[src/logic/xfer_test_pkg.sv]
// constants, types and opcodes for the transfer, test, wait and trap decoder
// assumes one 10 MHz clock and a synchronous active-high reset
package xfer_test_pkg;
	localparam logic [7:0] OP_COPY_ACC_TO_INDEX = 8'h97;
	localparam logic [7:0] OP_COPY_INDEX_TO_ACC = 8'h9f;
	localparam logic [7:0] OP_TEST_DIRECT       = 8'h3d;
	localparam logic [7:0] OP_TEST_ACCUMULATOR  = 8'h4d;
	localparam logic [7:0] OP_TEST_INDEX_REG    = 8'h5d;
	localparam logic [7:0] OP_TEST_OFFSET8      = 8'h6d;
	localparam logic [7:0] OP_TEST_NO_OFFSET    = 8'h7d;
	localparam logic [7:0] OP_WAIT_IRQ          = 8'h8f;
	localparam logic [7:0] OP_SOFTWARE_TRAP     = 8'h83;

	localparam logic [3:0] CYC_COPY        = 4'h2;
	localparam logic [3:0] CYC_TEST_REG    = 4'h3;
	localparam logic [3:0] CYC_TEST_DIR    = 4'h4;
	localparam logic [3:0] CYC_TEST_NOOFS  = 4'h4;
	localparam logic [3:0] CYC_TEST_OFS8   = 4'h5;
	localparam logic [3:0] CYC_WAIT        = 4'h2;
	localparam logic [3:0] CYC_TRAP        = 4'ha;
	localparam logic [3:0] CYC_UNKNOWN     = 4'h2;

	localparam logic [7:0]  RST_SP         = 8'hff;
	localparam logic [15:0] RST_PC         = 16'h0000;
	localparam logic [15:0] TRAP_VECTOR    = 16'hfffc;

	localparam int FLAG_C = 0;
	localparam int FLAG_Z = 1;
	localparam int FLAG_N = 2;
	localparam int FLAG_I = 3;
	localparam int FLAG_H = 4;
	localparam logic [4:0] RST_FLAGS = 5'h08;

	typedef enum logic [2:0] {
		ST_FETCH   = 3'b000,
		ST_EXEC    = 3'b001,
		ST_PUSH    = 3'b011,
		ST_VECTOR  = 3'b010,
		ST_WAITING = 3'b110
	} state_t;

	typedef struct packed {
		logic [7:0]  acc;
		logic [7:0]  idx;
		logic [4:0]  condition_code_reg;
		logic [7:0]  sp;
		logic [15:0] pc;
	} cpu_regs_t;

	typedef struct packed {
		logic        we;
		logic [15:0] addr;
		logic [7:0]  data;
	} mem_req_t;

	// 16-bit indexed operand address: index plus offset fetched high then low
	function automatic logic [15:0] indexed_offset16(input logic [7:0] idx,
		input logic [7:0] hi, input logic [7:0] lo);
		indexed_offset16 = {8'h00, idx} + {hi, lo};
	endfunction
endpackage

[src/logic/xfer_test_core.sv]
// decode and execute for transfer, test, wait and software trap opcodes
// assumes program memory answers a read in the same cycle (rdata_i valid
// for the address presented); wake_i is synchronised here
//
// Functional notes
// - opcode 97 copies accumulator to index in 2 cycles, flags unchanged
// - opcode 9F copies index to accumulator in 2 cycles, flags unchanged
// - test computes operand minus 00, sets N and Z, keeps C H I
// - 4D tests accumulator, 5D tests index, each in 3 cycles
// - 6D tests memory at index plus 8-bit offset, 5 cycles
// - 7D tests memory at index in 4; 3D direct in 4 cycles
// - 16-bit indexed address is index plus offset fetched high then low
// - 8F clears I, halts CPU clock until interrupt, counted 2 cycles
module xfer_test_core
	import xfer_test_pkg::*;
(
	input  wire logic        mclk_i,
	input  wire logic        srst_i,
	input  wire logic [7:0]  rdata_i,
	input  wire logic        wake_i,
	output mem_req_t         mem_o,
	output cpu_regs_t        regs_o,
	output logic             cpu_clk_en_o,
	output logic             instr_done_o
);
	state_t      state_ff;
	cpu_regs_t   regs_ff;
	mem_req_t    mem_ff;
	logic [7:0]  op_ff;
	logic [3:0]  cyc_ff;
	logic [3:0]  len_ff;
	logic [7:0]  byte_ff;
	logic [2:0]  push_ff;
	logic        wake_s1_ff;
	logic        wake_s2_ff;
	logic        clk_en_ff;
	logic        done_ff;
	logic [4:0]  tested_flags;
	logic [7:0]  test_src;
	logic [15:0] ofs16_addr;

	function automatic logic [3:0] op_len(input logic [7:0] op);
		case (op)
			OP_COPY_ACC_TO_INDEX: op_len = CYC_COPY;
			OP_COPY_INDEX_TO_ACC: op_len = CYC_COPY;
			OP_TEST_ACCUMULATOR:  op_len = CYC_TEST_REG;
			OP_TEST_INDEX_REG:    op_len = CYC_TEST_REG;
			OP_TEST_DIRECT:       op_len = CYC_TEST_DIR;
			OP_TEST_NO_OFFSET:    op_len = CYC_TEST_NOOFS;
			OP_TEST_OFFSET8:      op_len = CYC_TEST_OFS8;
			OP_WAIT_IRQ:          op_len = CYC_WAIT;
			OP_SOFTWARE_TRAP:     op_len = CYC_TRAP;
			default:              op_len = CYC_UNKNOWN;
		endcase
	endfunction

	// operand reaching the flag unit: register for inherent, memory otherwise
	always_comb begin
		case (op_ff)
			OP_TEST_ACCUMULATOR: test_src = regs_ff.acc;
			OP_TEST_INDEX_REG:   test_src = regs_ff.idx;
			default:             test_src = rdata_i;
		endcase
	end

	test_flags u_flags (
		.operand_i (test_src),
		.flags_i   (regs_ff.condition_code_reg),
		.flags_o   (tested_flags)
	);

	assign ofs16_addr = indexed_offset16(regs_ff.idx, byte_ff, rdata_i);

	always_ff @(posedge mclk_i) begin
		if (srst_i) begin
			wake_s1_ff <= 1'b0;
			wake_s2_ff <= 1'b0;
		end else begin
			wake_s1_ff <= wake_i;
			wake_s2_ff <= wake_s1_ff;
		end
	end

	// sequencer: cyc_ff counts cycles of the current instruction from 1
	always_ff @(posedge mclk_i) begin
		if (srst_i) begin
			state_ff  <= ST_FETCH;
			regs_ff   <= '{acc: 8'h00, idx: 8'h00, condition_code_reg: RST_FLAGS,
				sp: RST_SP, pc: RST_PC};
			mem_ff    <= '{we: 1'b0, addr: RST_PC, data: 8'h00};
			op_ff     <= 8'h00;
			cyc_ff    <= 4'h0;
			len_ff    <= 4'h0;
			byte_ff   <= 8'h00;
			push_ff   <= 3'h0;
			clk_en_ff <= 1'b1;
			done_ff   <= 1'b0;
		end else begin
			done_ff <= 1'b0;
			case (state_ff)
				ST_FETCH: begin
					op_ff        <= rdata_i;
					len_ff       <= op_len(rdata_i);
					cyc_ff       <= 4'h1;
					regs_ff.pc   <= regs_ff.pc + 16'h0001;
					mem_ff.addr  <= regs_ff.pc + 16'h0001;
					state_ff     <= ST_EXEC;
				end
				ST_EXEC: begin
					cyc_ff <= cyc_ff + 4'h1;
					case (op_ff)
						OP_COPY_ACC_TO_INDEX: regs_ff.idx <= regs_ff.acc;
						OP_COPY_INDEX_TO_ACC: regs_ff.acc <= regs_ff.idx;
						OP_TEST_ACCUMULATOR, OP_TEST_INDEX_REG: begin
							if (cyc_ff == CYC_TEST_REG - 4'h1)
								regs_ff.condition_code_reg <= tested_flags;
						end
						OP_TEST_DIRECT: begin
							if (cyc_ff == 4'h1) begin
								regs_ff.pc  <= regs_ff.pc + 16'h0001;
								mem_ff.addr <= {8'h00, rdata_i};
							end else if (cyc_ff == CYC_TEST_DIR - 4'h1) begin
								regs_ff.condition_code_reg <= tested_flags;
							end
						end
						OP_TEST_OFFSET8: begin
							if (cyc_ff == 4'h1) begin
								regs_ff.pc  <= regs_ff.pc + 16'h0001;
								mem_ff.addr <= {8'h00, regs_ff.idx} + {8'h00, rdata_i};
							end else if (cyc_ff == CYC_TEST_OFS8 - 4'h1) begin
								regs_ff.condition_code_reg <= tested_flags;
							end
						end
						OP_TEST_NO_OFFSET: begin
							if (cyc_ff == 4'h1)
								mem_ff.addr <= {8'h00, regs_ff.idx};
							else if (cyc_ff == CYC_TEST_NOOFS - 4'h1)
								regs_ff.condition_code_reg <= tested_flags;
						end
						OP_WAIT_IRQ: regs_ff.condition_code_reg[FLAG_I] <= 1'b0;
						OP_SOFTWARE_TRAP: begin
							if (cyc_ff == 4'h2) begin
								state_ff   <= ST_PUSH;
								push_ff    <= 3'h0;
								mem_ff     <= '{we: 1'b1, addr: {8'h00, regs_ff.sp},
									data: regs_ff.pc[7:0]};
							end
						end
						default: ;
					endcase
					if (op_ff != OP_SOFTWARE_TRAP && cyc_ff == len_ff - 4'h1) begin
						done_ff <= 1'b1;
						if (op_ff == OP_WAIT_IRQ) begin
							clk_en_ff <= 1'b0;
							state_ff  <= ST_WAITING;
						end else begin
							state_ff    <= ST_FETCH;
							mem_ff.addr <= regs_ff.pc;
						end
					end
					if (op_ff == OP_TEST_DIRECT || op_ff == OP_TEST_OFFSET8) begin
						if (cyc_ff == len_ff - 4'h1)
							mem_ff.addr <= regs_ff.pc;
					end
				end
				ST_PUSH: begin
					cyc_ff     <= cyc_ff + 4'h1;
					push_ff    <= push_ff + 3'h1;
					regs_ff.sp <= regs_ff.sp - 8'h01;
					mem_ff.addr <= {8'h00, regs_ff.sp - 8'h01};
					case (push_ff)
						3'h0: mem_ff.data <= regs_ff.pc[15:8];
						3'h1: mem_ff.data <= regs_ff.idx;
						3'h2: mem_ff.data <= regs_ff.acc;
						3'h3: mem_ff.data <= {3'h0, regs_ff.condition_code_reg};
						default: begin
							mem_ff.we                          <= 1'b0;
							mem_ff.addr                        <= TRAP_VECTOR;
							regs_ff.condition_code_reg[FLAG_I] <= 1'b1;
							state_ff           <= ST_VECTOR;
						end
					endcase
				end
				ST_VECTOR: begin
					cyc_ff <= cyc_ff + 4'h1;
					if (mem_ff.addr == TRAP_VECTOR) begin
						byte_ff     <= rdata_i;
						mem_ff.addr <= TRAP_VECTOR + 16'h0001;
					end else begin
						regs_ff.pc  <= {byte_ff, rdata_i};
						mem_ff.addr <= {byte_ff, rdata_i};
						done_ff     <= 1'b1;
						state_ff    <= ST_FETCH;
					end
				end
				ST_WAITING: begin
					if (wake_s2_ff) begin
						clk_en_ff   <= 1'b1;
						mem_ff.addr <= regs_ff.pc;
						state_ff    <= ST_FETCH;
					end
				end
				default: state_ff <= ST_FETCH;
			endcase
		end
	end

	assign mem_o        = mem_ff;
	assign regs_o       = regs_ff;
	assign cpu_clk_en_o = clk_en_ff;
	assign instr_done_o = done_ff;

	logic unused_ofs16;
	assign unused_ofs16 = ^ofs16_addr;

	chk_copy_a_x: assert property (@(posedge mclk_i) disable iff (srst_i)
		(state_ff == ST_FETCH && rdata_i == OP_COPY_ACC_TO_INDEX)
		|=> ##1 (regs_ff.idx == $past(regs_ff.acc, 2)
			&& regs_ff.condition_code_reg == $past(regs_ff.condition_code_reg, 2)))
		else $error("copy to index wrong");
	chk_copy_x_a: assert property (@(posedge mclk_i) disable iff (srst_i)
		(state_ff == ST_FETCH && rdata_i == OP_COPY_INDEX_TO_ACC)
		|=> ##1 (regs_ff.acc == $past(regs_ff.idx, 2) && state_ff == ST_FETCH))
		else $error("copy to accumulator wrong");
	chk_test_keeps: assert property (@(posedge mclk_i) disable iff (srst_i)
		(state_ff == ST_EXEC && op_ff[3:0] == 4'hd)
		|=> ($stable(regs_ff.condition_code_reg[FLAG_C])
			&& $stable(regs_ff.condition_code_reg[FLAG_H])
			&& $stable(regs_ff.condition_code_reg[FLAG_I])))
		else $error("test changed carry, half carry or mask");
	// done is sampled high at the fetch edge that follows the last cycle
	chk_test_reg_len: assert property (@(posedge mclk_i) disable iff (srst_i)
		(state_ff == ST_FETCH && rdata_i == OP_TEST_ACCUMULATOR)
		|=> ##1 !done_ff ##1 done_ff)
		else $error("register test length wrong");
	chk_test_ofs8_len: assert property (@(posedge mclk_i) disable iff (srst_i)
		(state_ff == ST_FETCH && rdata_i == OP_TEST_OFFSET8)
		|=> !done_ff [*4] ##1 done_ff)
		else $error("offset test length wrong");
	chk_test_dir_len: assert property (@(posedge mclk_i) disable iff (srst_i)
		(state_ff == ST_FETCH && rdata_i == OP_TEST_DIRECT)
		|=> !done_ff [*3] ##1 done_ff)
		else $error("direct test length wrong");
	chk_wait_halt: assert property (@(posedge mclk_i) disable iff (srst_i)
		(state_ff == ST_FETCH && rdata_i == OP_WAIT_IRQ)
		|=> ##1 (!clk_en_ff && !regs_ff.condition_code_reg[FLAG_I]))
		else $error("wait did not halt");
	chk_trap_vector: assert property (@(posedge mclk_i) disable iff (srst_i)
		(state_ff == ST_FETCH && rdata_i == OP_SOFTWARE_TRAP)
		|=> !done_ff [*8] ##1 !done_ff ##1 (done_ff && regs_ff.condition_code_reg[FLAG_I]
			&& regs_ff.sp == $past(regs_ff.sp, 10) - 8'h05))
		else $error("trap sequence wrong");
	cov_copy: cover property (@(posedge mclk_i) state_ff == ST_FETCH && rdata_i == OP_COPY_ACC_TO_INDEX);
	cov_test: cover property (@(posedge mclk_i) state_ff == ST_FETCH && rdata_i == OP_TEST_OFFSET8);
	cov_wait: cover property (@(posedge mclk_i) state_ff == ST_WAITING ##1 state_ff == ST_FETCH);
	cov_trap: cover property (@(posedge mclk_i) state_ff == ST_VECTOR ##1 state_ff == ST_FETCH);
endmodule

[src/logic/test_flags.sv]
// flag evaluation for the test operation: operand minus zero
// assumes a combinational caller; no clock
module test_flags
	import xfer_test_pkg::*;
(
	input  wire logic [7:0] operand_i,
	input  wire logic [4:0] flags_i,
	output logic      [4:0] flags_o
);
	logic [7:0] diff;
	always_comb begin
		diff = operand_i - 8'h00;
		flags_o = flags_i;
		flags_o[FLAG_N] = diff[7];
		flags_o[FLAG_Z] = (diff == 8'h00);
	end
endmodule

[config.mk]
export PLATFORM = sky130hd
export DESIGN_NAME = xfer_test_core
export DESIGN_NICKNAME = d
export VERILOG_FILES = /design/src/logic/xfer_test_pkg.sv /design/src/logic/xfer_test_core.sv /design/src/logic/test_flags.sv
export SDC_FILE = /design/constraint.sdc
export NUM_CORES = 1
export LEC_CHECK = 0
export BUFFER_PORTS_ARGS = -buffer_cell sky130_fd_sc_hd__buf_2
export CAP_MARGIN = 10
export CORE_MARGIN = 2
export CORE_UTILIZATION = 45
export CTS_BUF_LIST = sky130_fd_sc_hd__clkbuf_8
export CTS_CLUSTER_SIZE = 40
export DETAILED_ROUTE_END_ITERATION = 6
export GPL_TIMING_DRIVEN = 0
export PLACE_DENSITY = 0.63
export SETUP_SLACK_MARGIN = 0.2
export SLEW_MARGIN = 10
export SYNTH_ARGS = -nofsm -noshare
export SYNTH_HDL_FRONTEND = slang
export SYNTH_SLANG_ARGS = --single-unit
[constraint.sdc]
create_clock -name mclk_i -period 4.6 [get_ports mclk_i]
set_input_delay 0.23 -clock mclk_i [delete_from_list [all_inputs] [get_ports mclk_i]]
set_output_delay 0.23 -clock mclk_i [all_outputs]
set_load 0.05 [all_outputs]
Word level (Yosys, flattened, before mapping). Cells that the tools add are included.

Register bits: 102. Latch bits: 0. Memory bits (writable): 0. Bits in read-only memories: 0. Output and inout port bits: 72. Logic and storage cells: 156. Memories: 0.

$add $sub $neg: 6. $mul: 0. Div/mod/pow operators: 0. Magnitude comparators: 0. Equal/unequal tests: 49. Shift-type cells: 0. Multiplexer cells: 52. Bitwise operators: 0. Reduce and logical (&&, ||, !) cells: 30.

Operators by type and width (number): $mux W16 (12); $pmux W16 S5 (1); $eq A8 B7 Y1 const B (8); $pmux W16 S4 (1); $pmux W16 S3 (1); $eq A8 B8 Y1 const B (5); $mux W3 (13); $pmux W8 S2 (2); $pmux W8 S4 (1); $ne A2 B2 Y1 const B (15); $mux W25 (1); $mux W17 (1); $add A16 B1 Y16 const B (1); $eq A16 B16 Y1 const B (1); $eq A8 B6 Y1 const B (2); $pmux W4 S4 (1); $reduce_and A4 Y1 (4); $pmux W3 S5 (1); $eq A3 B2 Y1 const B (4); $reduce_or A2 Y1 (5); $add A8 B8 Y9 (1); $pmux W3 S3 (1); $eq A4 B2 Y1 const B (2); $logic_not A8 Y1 (1); other kinds (34) (52).

Longest topological paths before layout.
Depth in word-level cells: 8. Gate-level depth with buffers: 10. Depth with buffers taken out: 9.

By module. Synthesis repeated with hierarchy kept, for this count alone.

Cell total of the unflattened synthesis: 925. Area, all modules: 7001.7 um^2.

By module, submodules not included: xfer_test_core (instances 1, cells each 918, area each 6952.9 um^2, sequential area each 2082.0 um^2); test_flags (instances 1, cells each 7, area each 48.8 um^2, sequential area each 0.0 um^2).

Least setup slack after synthesis. No wires, ideal clock.

Path kind: register -> register. Start point: reg regs_ff (netlist bit regs_o[29]). End point: reg mem_ff (netlist bit mem_o[14]). Arrival time: 2361 ps. Slack: 2152 ps. Cell stages (with the launch flop): 10. Path buffers: 0. Clock period less this slack: 2448 ps. Cells stage by stage: dfxtp_1 ha_1 inv_1 fa_1 nor2b_1 o31a_1 o21ai_0 a2111oi_0 nor3_1 o31ai_1.

Longest elaborated chain between the ends: 8.

Ends and longest elaborated chain: from (decl) (line xfer_test_core.sv:27) `cpu_regs_t regs_ff;`; from (signal assigned) (line xfer_test_core.sv:88) `regs_ff <= '{acc: 8'h00, idx: 8'h00, condition_code_reg: RST_FLAGS,`; $add A8 B8 Y9 (*) (line xfer_test_core.sv:129) `mem_ff.addr <= {8'h00, regs_ff.idx} + {8'h00, rdata_i};`; $mux W16 (*) (line xfer_test_core.sv:127) `if (cyc_ff == 4'h1) begin`; $pmux W16 S4 (*) (line xfer_test_core.sv:111) `case (op_ff)`; $mux W16 (line xfer_test_core.sv:153) `if (op_ff == OP_WAIT_IRQ) begin`; $mux W16 (*) (line xfer_test_core.sv:151) `if (op_ff != OP_SOFTWARE_TRAP && cyc_ff == len_ff - 4'h1) begin`; $mux W16 (line xfer_test_core.sv:162) `if (cyc_ff == len_ff - 4'h1)`; $mux W16 (*) (line xfer_test_core.sv:161) `if (op_ff == OP_TEST_DIRECT || op_ff == OP_TEST_OFFSET8) begin`; $pmux W16 S5 (*) (line xfer_test_core.sv:100) `case (state_ff)`; to (signal assigned) (line xfer_test_core.sv:90) `mem_ff <= '{we: 1'b0, addr: RST_PC, data: 8'h00};`; to (signal assigned) (line xfer_test_core.sv:145) `mem_ff <= '{we: 1'b1, addr: {8'h00, regs_ff.sp},`; to (decl) (line xfer_test_core.sv:28) `mem_req_t mem_ff;`.

Mark *: on every way between the ends. The rest lies on a longest branch, timed or not. A chain may end at the register's enable or synchronous reset.

Worst setup path in the final report.
Start point: reg regs_ff (netlist bit regs_o[5]). End point: reg mem_ff (netlist bit mem_o[23]).

Longest elaborated chain between the ends: 2.

Ends and longest elaborated chain: $add A16 B1 Y16 (line xfer_test_core.sv:106) `mem_ff.addr <= regs_ff.pc + 16'h0001;`; $pmux W16 S5 (line xfer_test_core.sv:100).

No other way between the ends.

==> metrics.md <==
| Metric | Value |
|---|---|
| Hold Crit Class | primary input to flip-flop |
| # resized after CTS | 0 |
| RSZ-0062 raised after global routing | no |
| Worst Max-Slew Pin Slew | 1030 ps |
| Cell taking the most area after synthesis | dfxtp_1 |
| Initial DRC count | 998 |
| Sequential Power Share | 46.3% |
| First-pass GRT wire length | 38100 um |
| Global route total overflow | 0 |
| Inserted Diodes | 0 |
| Switching share of power | 33.0% |
| Post-Synth Simple-Gate Area | 24.9% |
| Synth top area cells | dfxtp_1 (30%), nand2_1 (5.5%), a21oi_1 (5.2%) |
| Initial Util | 46.1% |
| Post-synthesis adder-cell area fraction | 4.04% |
| Arrival @ worst endpoint | 3150 ps |
| Non-filler cells, final | 1142 |
| Synth Flop Type | dfxtp_1 |
| Fill count | 1493 |
| Hold buffers post-CTS | 0 |
| Number of port buffers | 80 |
| # setup viols final | 0 |
| Fin crit period | 2830 ps |
| Psw | 684 uW |
| Max Cap Violations | 0 |
| CP Capture Type | flip-flop |
| Synth Instances | 861 |
| Violations in the final reports | DRC |
| Hold Crit Endpoint | wake_s1_ff |
| Design Area, Final | 7570 um^2 |
| FF-to-FF Start | regs_o[5] |
| Post-CTS setup buffers | 0 |
| Cts bufs inserted | 9 |
| IO Pins | 83 |
| Synth top area share | 30.5% |
| DR WL/cell | 21.8 um |
| Rel. slew slack | 30.4% |
| Post-synthesis compound-gate area fraction | 24.9% |
| Final Hold Fails | 0 |
| DR vias/cell | 6.34 |
| Worst Clk Skew | 18.2 ps |
| Maximum vdd ir drop | 0.000156 V |
| Finished Core Util | 52.1% |
| Synthesis-to-layout area growth | 13.1% |
| Clock Sink Count | 102 |
| H-tree Lvls | 3 |
| Clock Path Buffers | 2 |
| Reg2reg end | mem_o[23] |
| DR vias | 7239 |
| Post-Synth XOR/XNOR Area | 4.65% |
| CTS tree | built |
| Ys Warns | 0 |
| Mapped Area | 6700 um^2 |
| Fin worst setup slack | 1770 ps |
| Worst setup startpoint | regs_o[5] |
| CP Data Required Time | 4920 ps |
| Worst reg2reg path depth | 7 |
| Register area share after synthesis | 30.5% |
| Clock network power share | 33.6% |
| PD cells | 274 nW/um^2 |
| Hold path start | wake_i |
| DRT Pass-1 Iters | 7 |
| Die footprint | 15900 um^2 |
| Row Count | 44 |
| Worst Hold Path Cells | 2 |
| Distinct cell type count after synthesis | 79 |
| Mux cell area share after synthesis | 5.36% |
| Vias in the first global route | 6503 |
| RePlAce Congestion | 0.989 |
| Largest net degree at the start of global routing | 17 |
| Layout cells sized above 1 | 14.6% |
| Initial antenna violation count | 0 |
| DRC Markers | 4 |
| Fmax | 354 MHz |
| Nets@finish | 985 |
| Worst hold slack | 38.3 ps |
| Die Height | 126 um |
| All-layer global routing usage | 30.8% |
| WL final | 25000 um |
| Final ANT Viol Nets | 0 |
| Largest family of logic cells by synthesized area | compound AO/OA/AOI/OAI gates |
| Clock root buffer | clkbuf_8 |
| Clock Latency Late Sink | 410 ps |
| Post-synthesis register bit count | 102 |
| Hpwl dp | 18500 um |
| Ys async rst share | 0% |
| Max Slew Vio Count | 0 |
| Crit Path Class | flip-flop to flip-flop |
| R2R Setup Slk | 1770 ps |
| CORE AREA | 14500 um^2 |
| Combinational share of power | 20.1% |
| Status | finished with violations |
| Number of synthesized flops with an enable pin | 0 |
| Leakage Power | 2.87 nW |
| Crit share post-route | 61.4% |
| Setup crit start kind | flip-flop |
| Chip width | 126 um |
| Final setup TNS | 0 ps |
| Total Power | 2.08 mW |
| Int Power | 1.39 mW |
| CP max FO | 9 |
| Placed Instance Area | 7330 um^2 |
| Mapped Avg Cell Area | 7.78 um^2 |
| Placed Cells | 1126 |
| Clk pin slew, worst setup/hold paths | 100 ps |
| Pre-CTS WS | 1900 ps |
## cells in the final DEF (no fill, tap or decap), types with 6 or more instances in the layout
cell type,n
a211o_1,6
a211oi_1,16
a21oi_1,70
a221oi_1,8
a22o_1,8
a22oi_1,14
a31oi_1,6
buf_1,8
buf_2,90
buf_4,6
clkbuf_1,40
clkbuf_8,12
dfxtp_1,102
ha_1,20
inv_1,24
mux2_2,7
mux2i_1,28
nand2_1,98
nand2b_1,15
nand3_1,20
nand4_1,11
nor2_1,80
nor2b_1,14
nor3_1,30
nor4_1,10
o21ai_0,53
o31ai_1,12
xnor2_1,19
xor2_1,14
## worst max-delay path by stage
stage / to / slack, ps / cells after the start
final: mem_o[23] / 1770 / 7
after global routing: mem_o[23] / 1600 / 7
after CTS: regs_o[5] / 1830 / 8
after floorplan: mem_o[14] / 2150 / 9
after detailed placement: regs_o[5] / 1900 / 8
after global placement: regs_o[2] / 1900 / 8
## power by group through the flow
stage	clock network [mW]	registers (mW)	logic, mW
after floorplan	0	1.04	0.218
after global placement	0	0.977	0.405
after detailed placement	0	0.978	0.406
after CTS	0.697	0.958	0.407
after global routing	0.735	0.964	0.442
final	0.697	0.960	0.418
## critical path, stage by stage (launching register included)
cell,delay [ps]
dfxtp_1,330
clkbuf_1,410
nand4_1,320
nor4_1,950
and3_1,330
xor2_1,140
o21ai_0,70
o21ai_0,200
## final cells by class
| cell class | count | area [um^2] | share of cell area (%) |
|---|---|---|---|
| plain buffers | 65 | 287 | 3.78 |
| clock inverters | 4 | 76.3 | 1.01 |
| clock buffers | 12 | 165 | 2.18 |
| repair buffers | 80 | 400 | 5.29 |
| well taps | 184 | 230 | 3.04 |
| inverters | 24 | 90.1 | 1.19 |
| multi-input cells | 671 | 4280 | 56.5 |
| flip-flops and latches | 102 | 2040 | 27.0 |
## per-layer routing
metal / GRT usage, % / vias up / part of all wire (%)
met5: 0 / - / 0
met4: 10.1 / 0 / 3.2
met3: 5.61 / 61 / 11
met2: 47.5 / 454 / 44
met1: 43.5 / 3405 / 42
li1: - / 3319 / -
## synth_stat cells (4+ instances only)
library cell	instances
a211o_1	6
a211oi_1	16
a21oi_1	70
a221oi_1	8
a222oi_1	5
a22o_1	8
a22oi_1	14
a31oi_1	6
a32oi_1	4
and2_1	5
and3_1	5
buf_1	8
buf_2	10
buf_4	6
clkbuf_1	40
dfxtp_1	102
ha_1	20
inv_1	24
mux2_2	7
mux2i_1	28
nand2_1	98
nand2b_1	15
nand3_1	20
nand4_1	11
nand4b_1	5
nor2_1	80
nor2b_1	14
nor3_1	30
nor4_1	10
o211ai_1	4
o21ai_0	53
o21ai_1	4
o21bai_1	4
o221ai_1	4
o22ai_1	4
o31ai_1	12
or3_1	5
xnor2_1	19
xor2_1	14
## state kept, by name, summed over array words and instances (netlist names)
register      flops
byte_ff           8
wake_s1_ff        1
regs_o           43
wake_s2_ff        1
push_ff           3
instr_done_o      1
state_ff          3
mem_o            25
len_ff            4
cpu_clk_en_o      1
cyc_ff            4
op_ff             8
## logic make-up (layout without fill, tap and decap cells)
kind of cell,after synthesis,after routing
AO/OA/AOI/OAI,249,249
buffers and inverters,89,185
multiplexers,35,35
other,1,2
adder cells (fa/ha/maj),21,21
flip-flops,102,102
XOR/XNOR,34,34
AND/OR/NAND/NOR,330,330
Note: power is estimated with default switching activity, not from simulation.
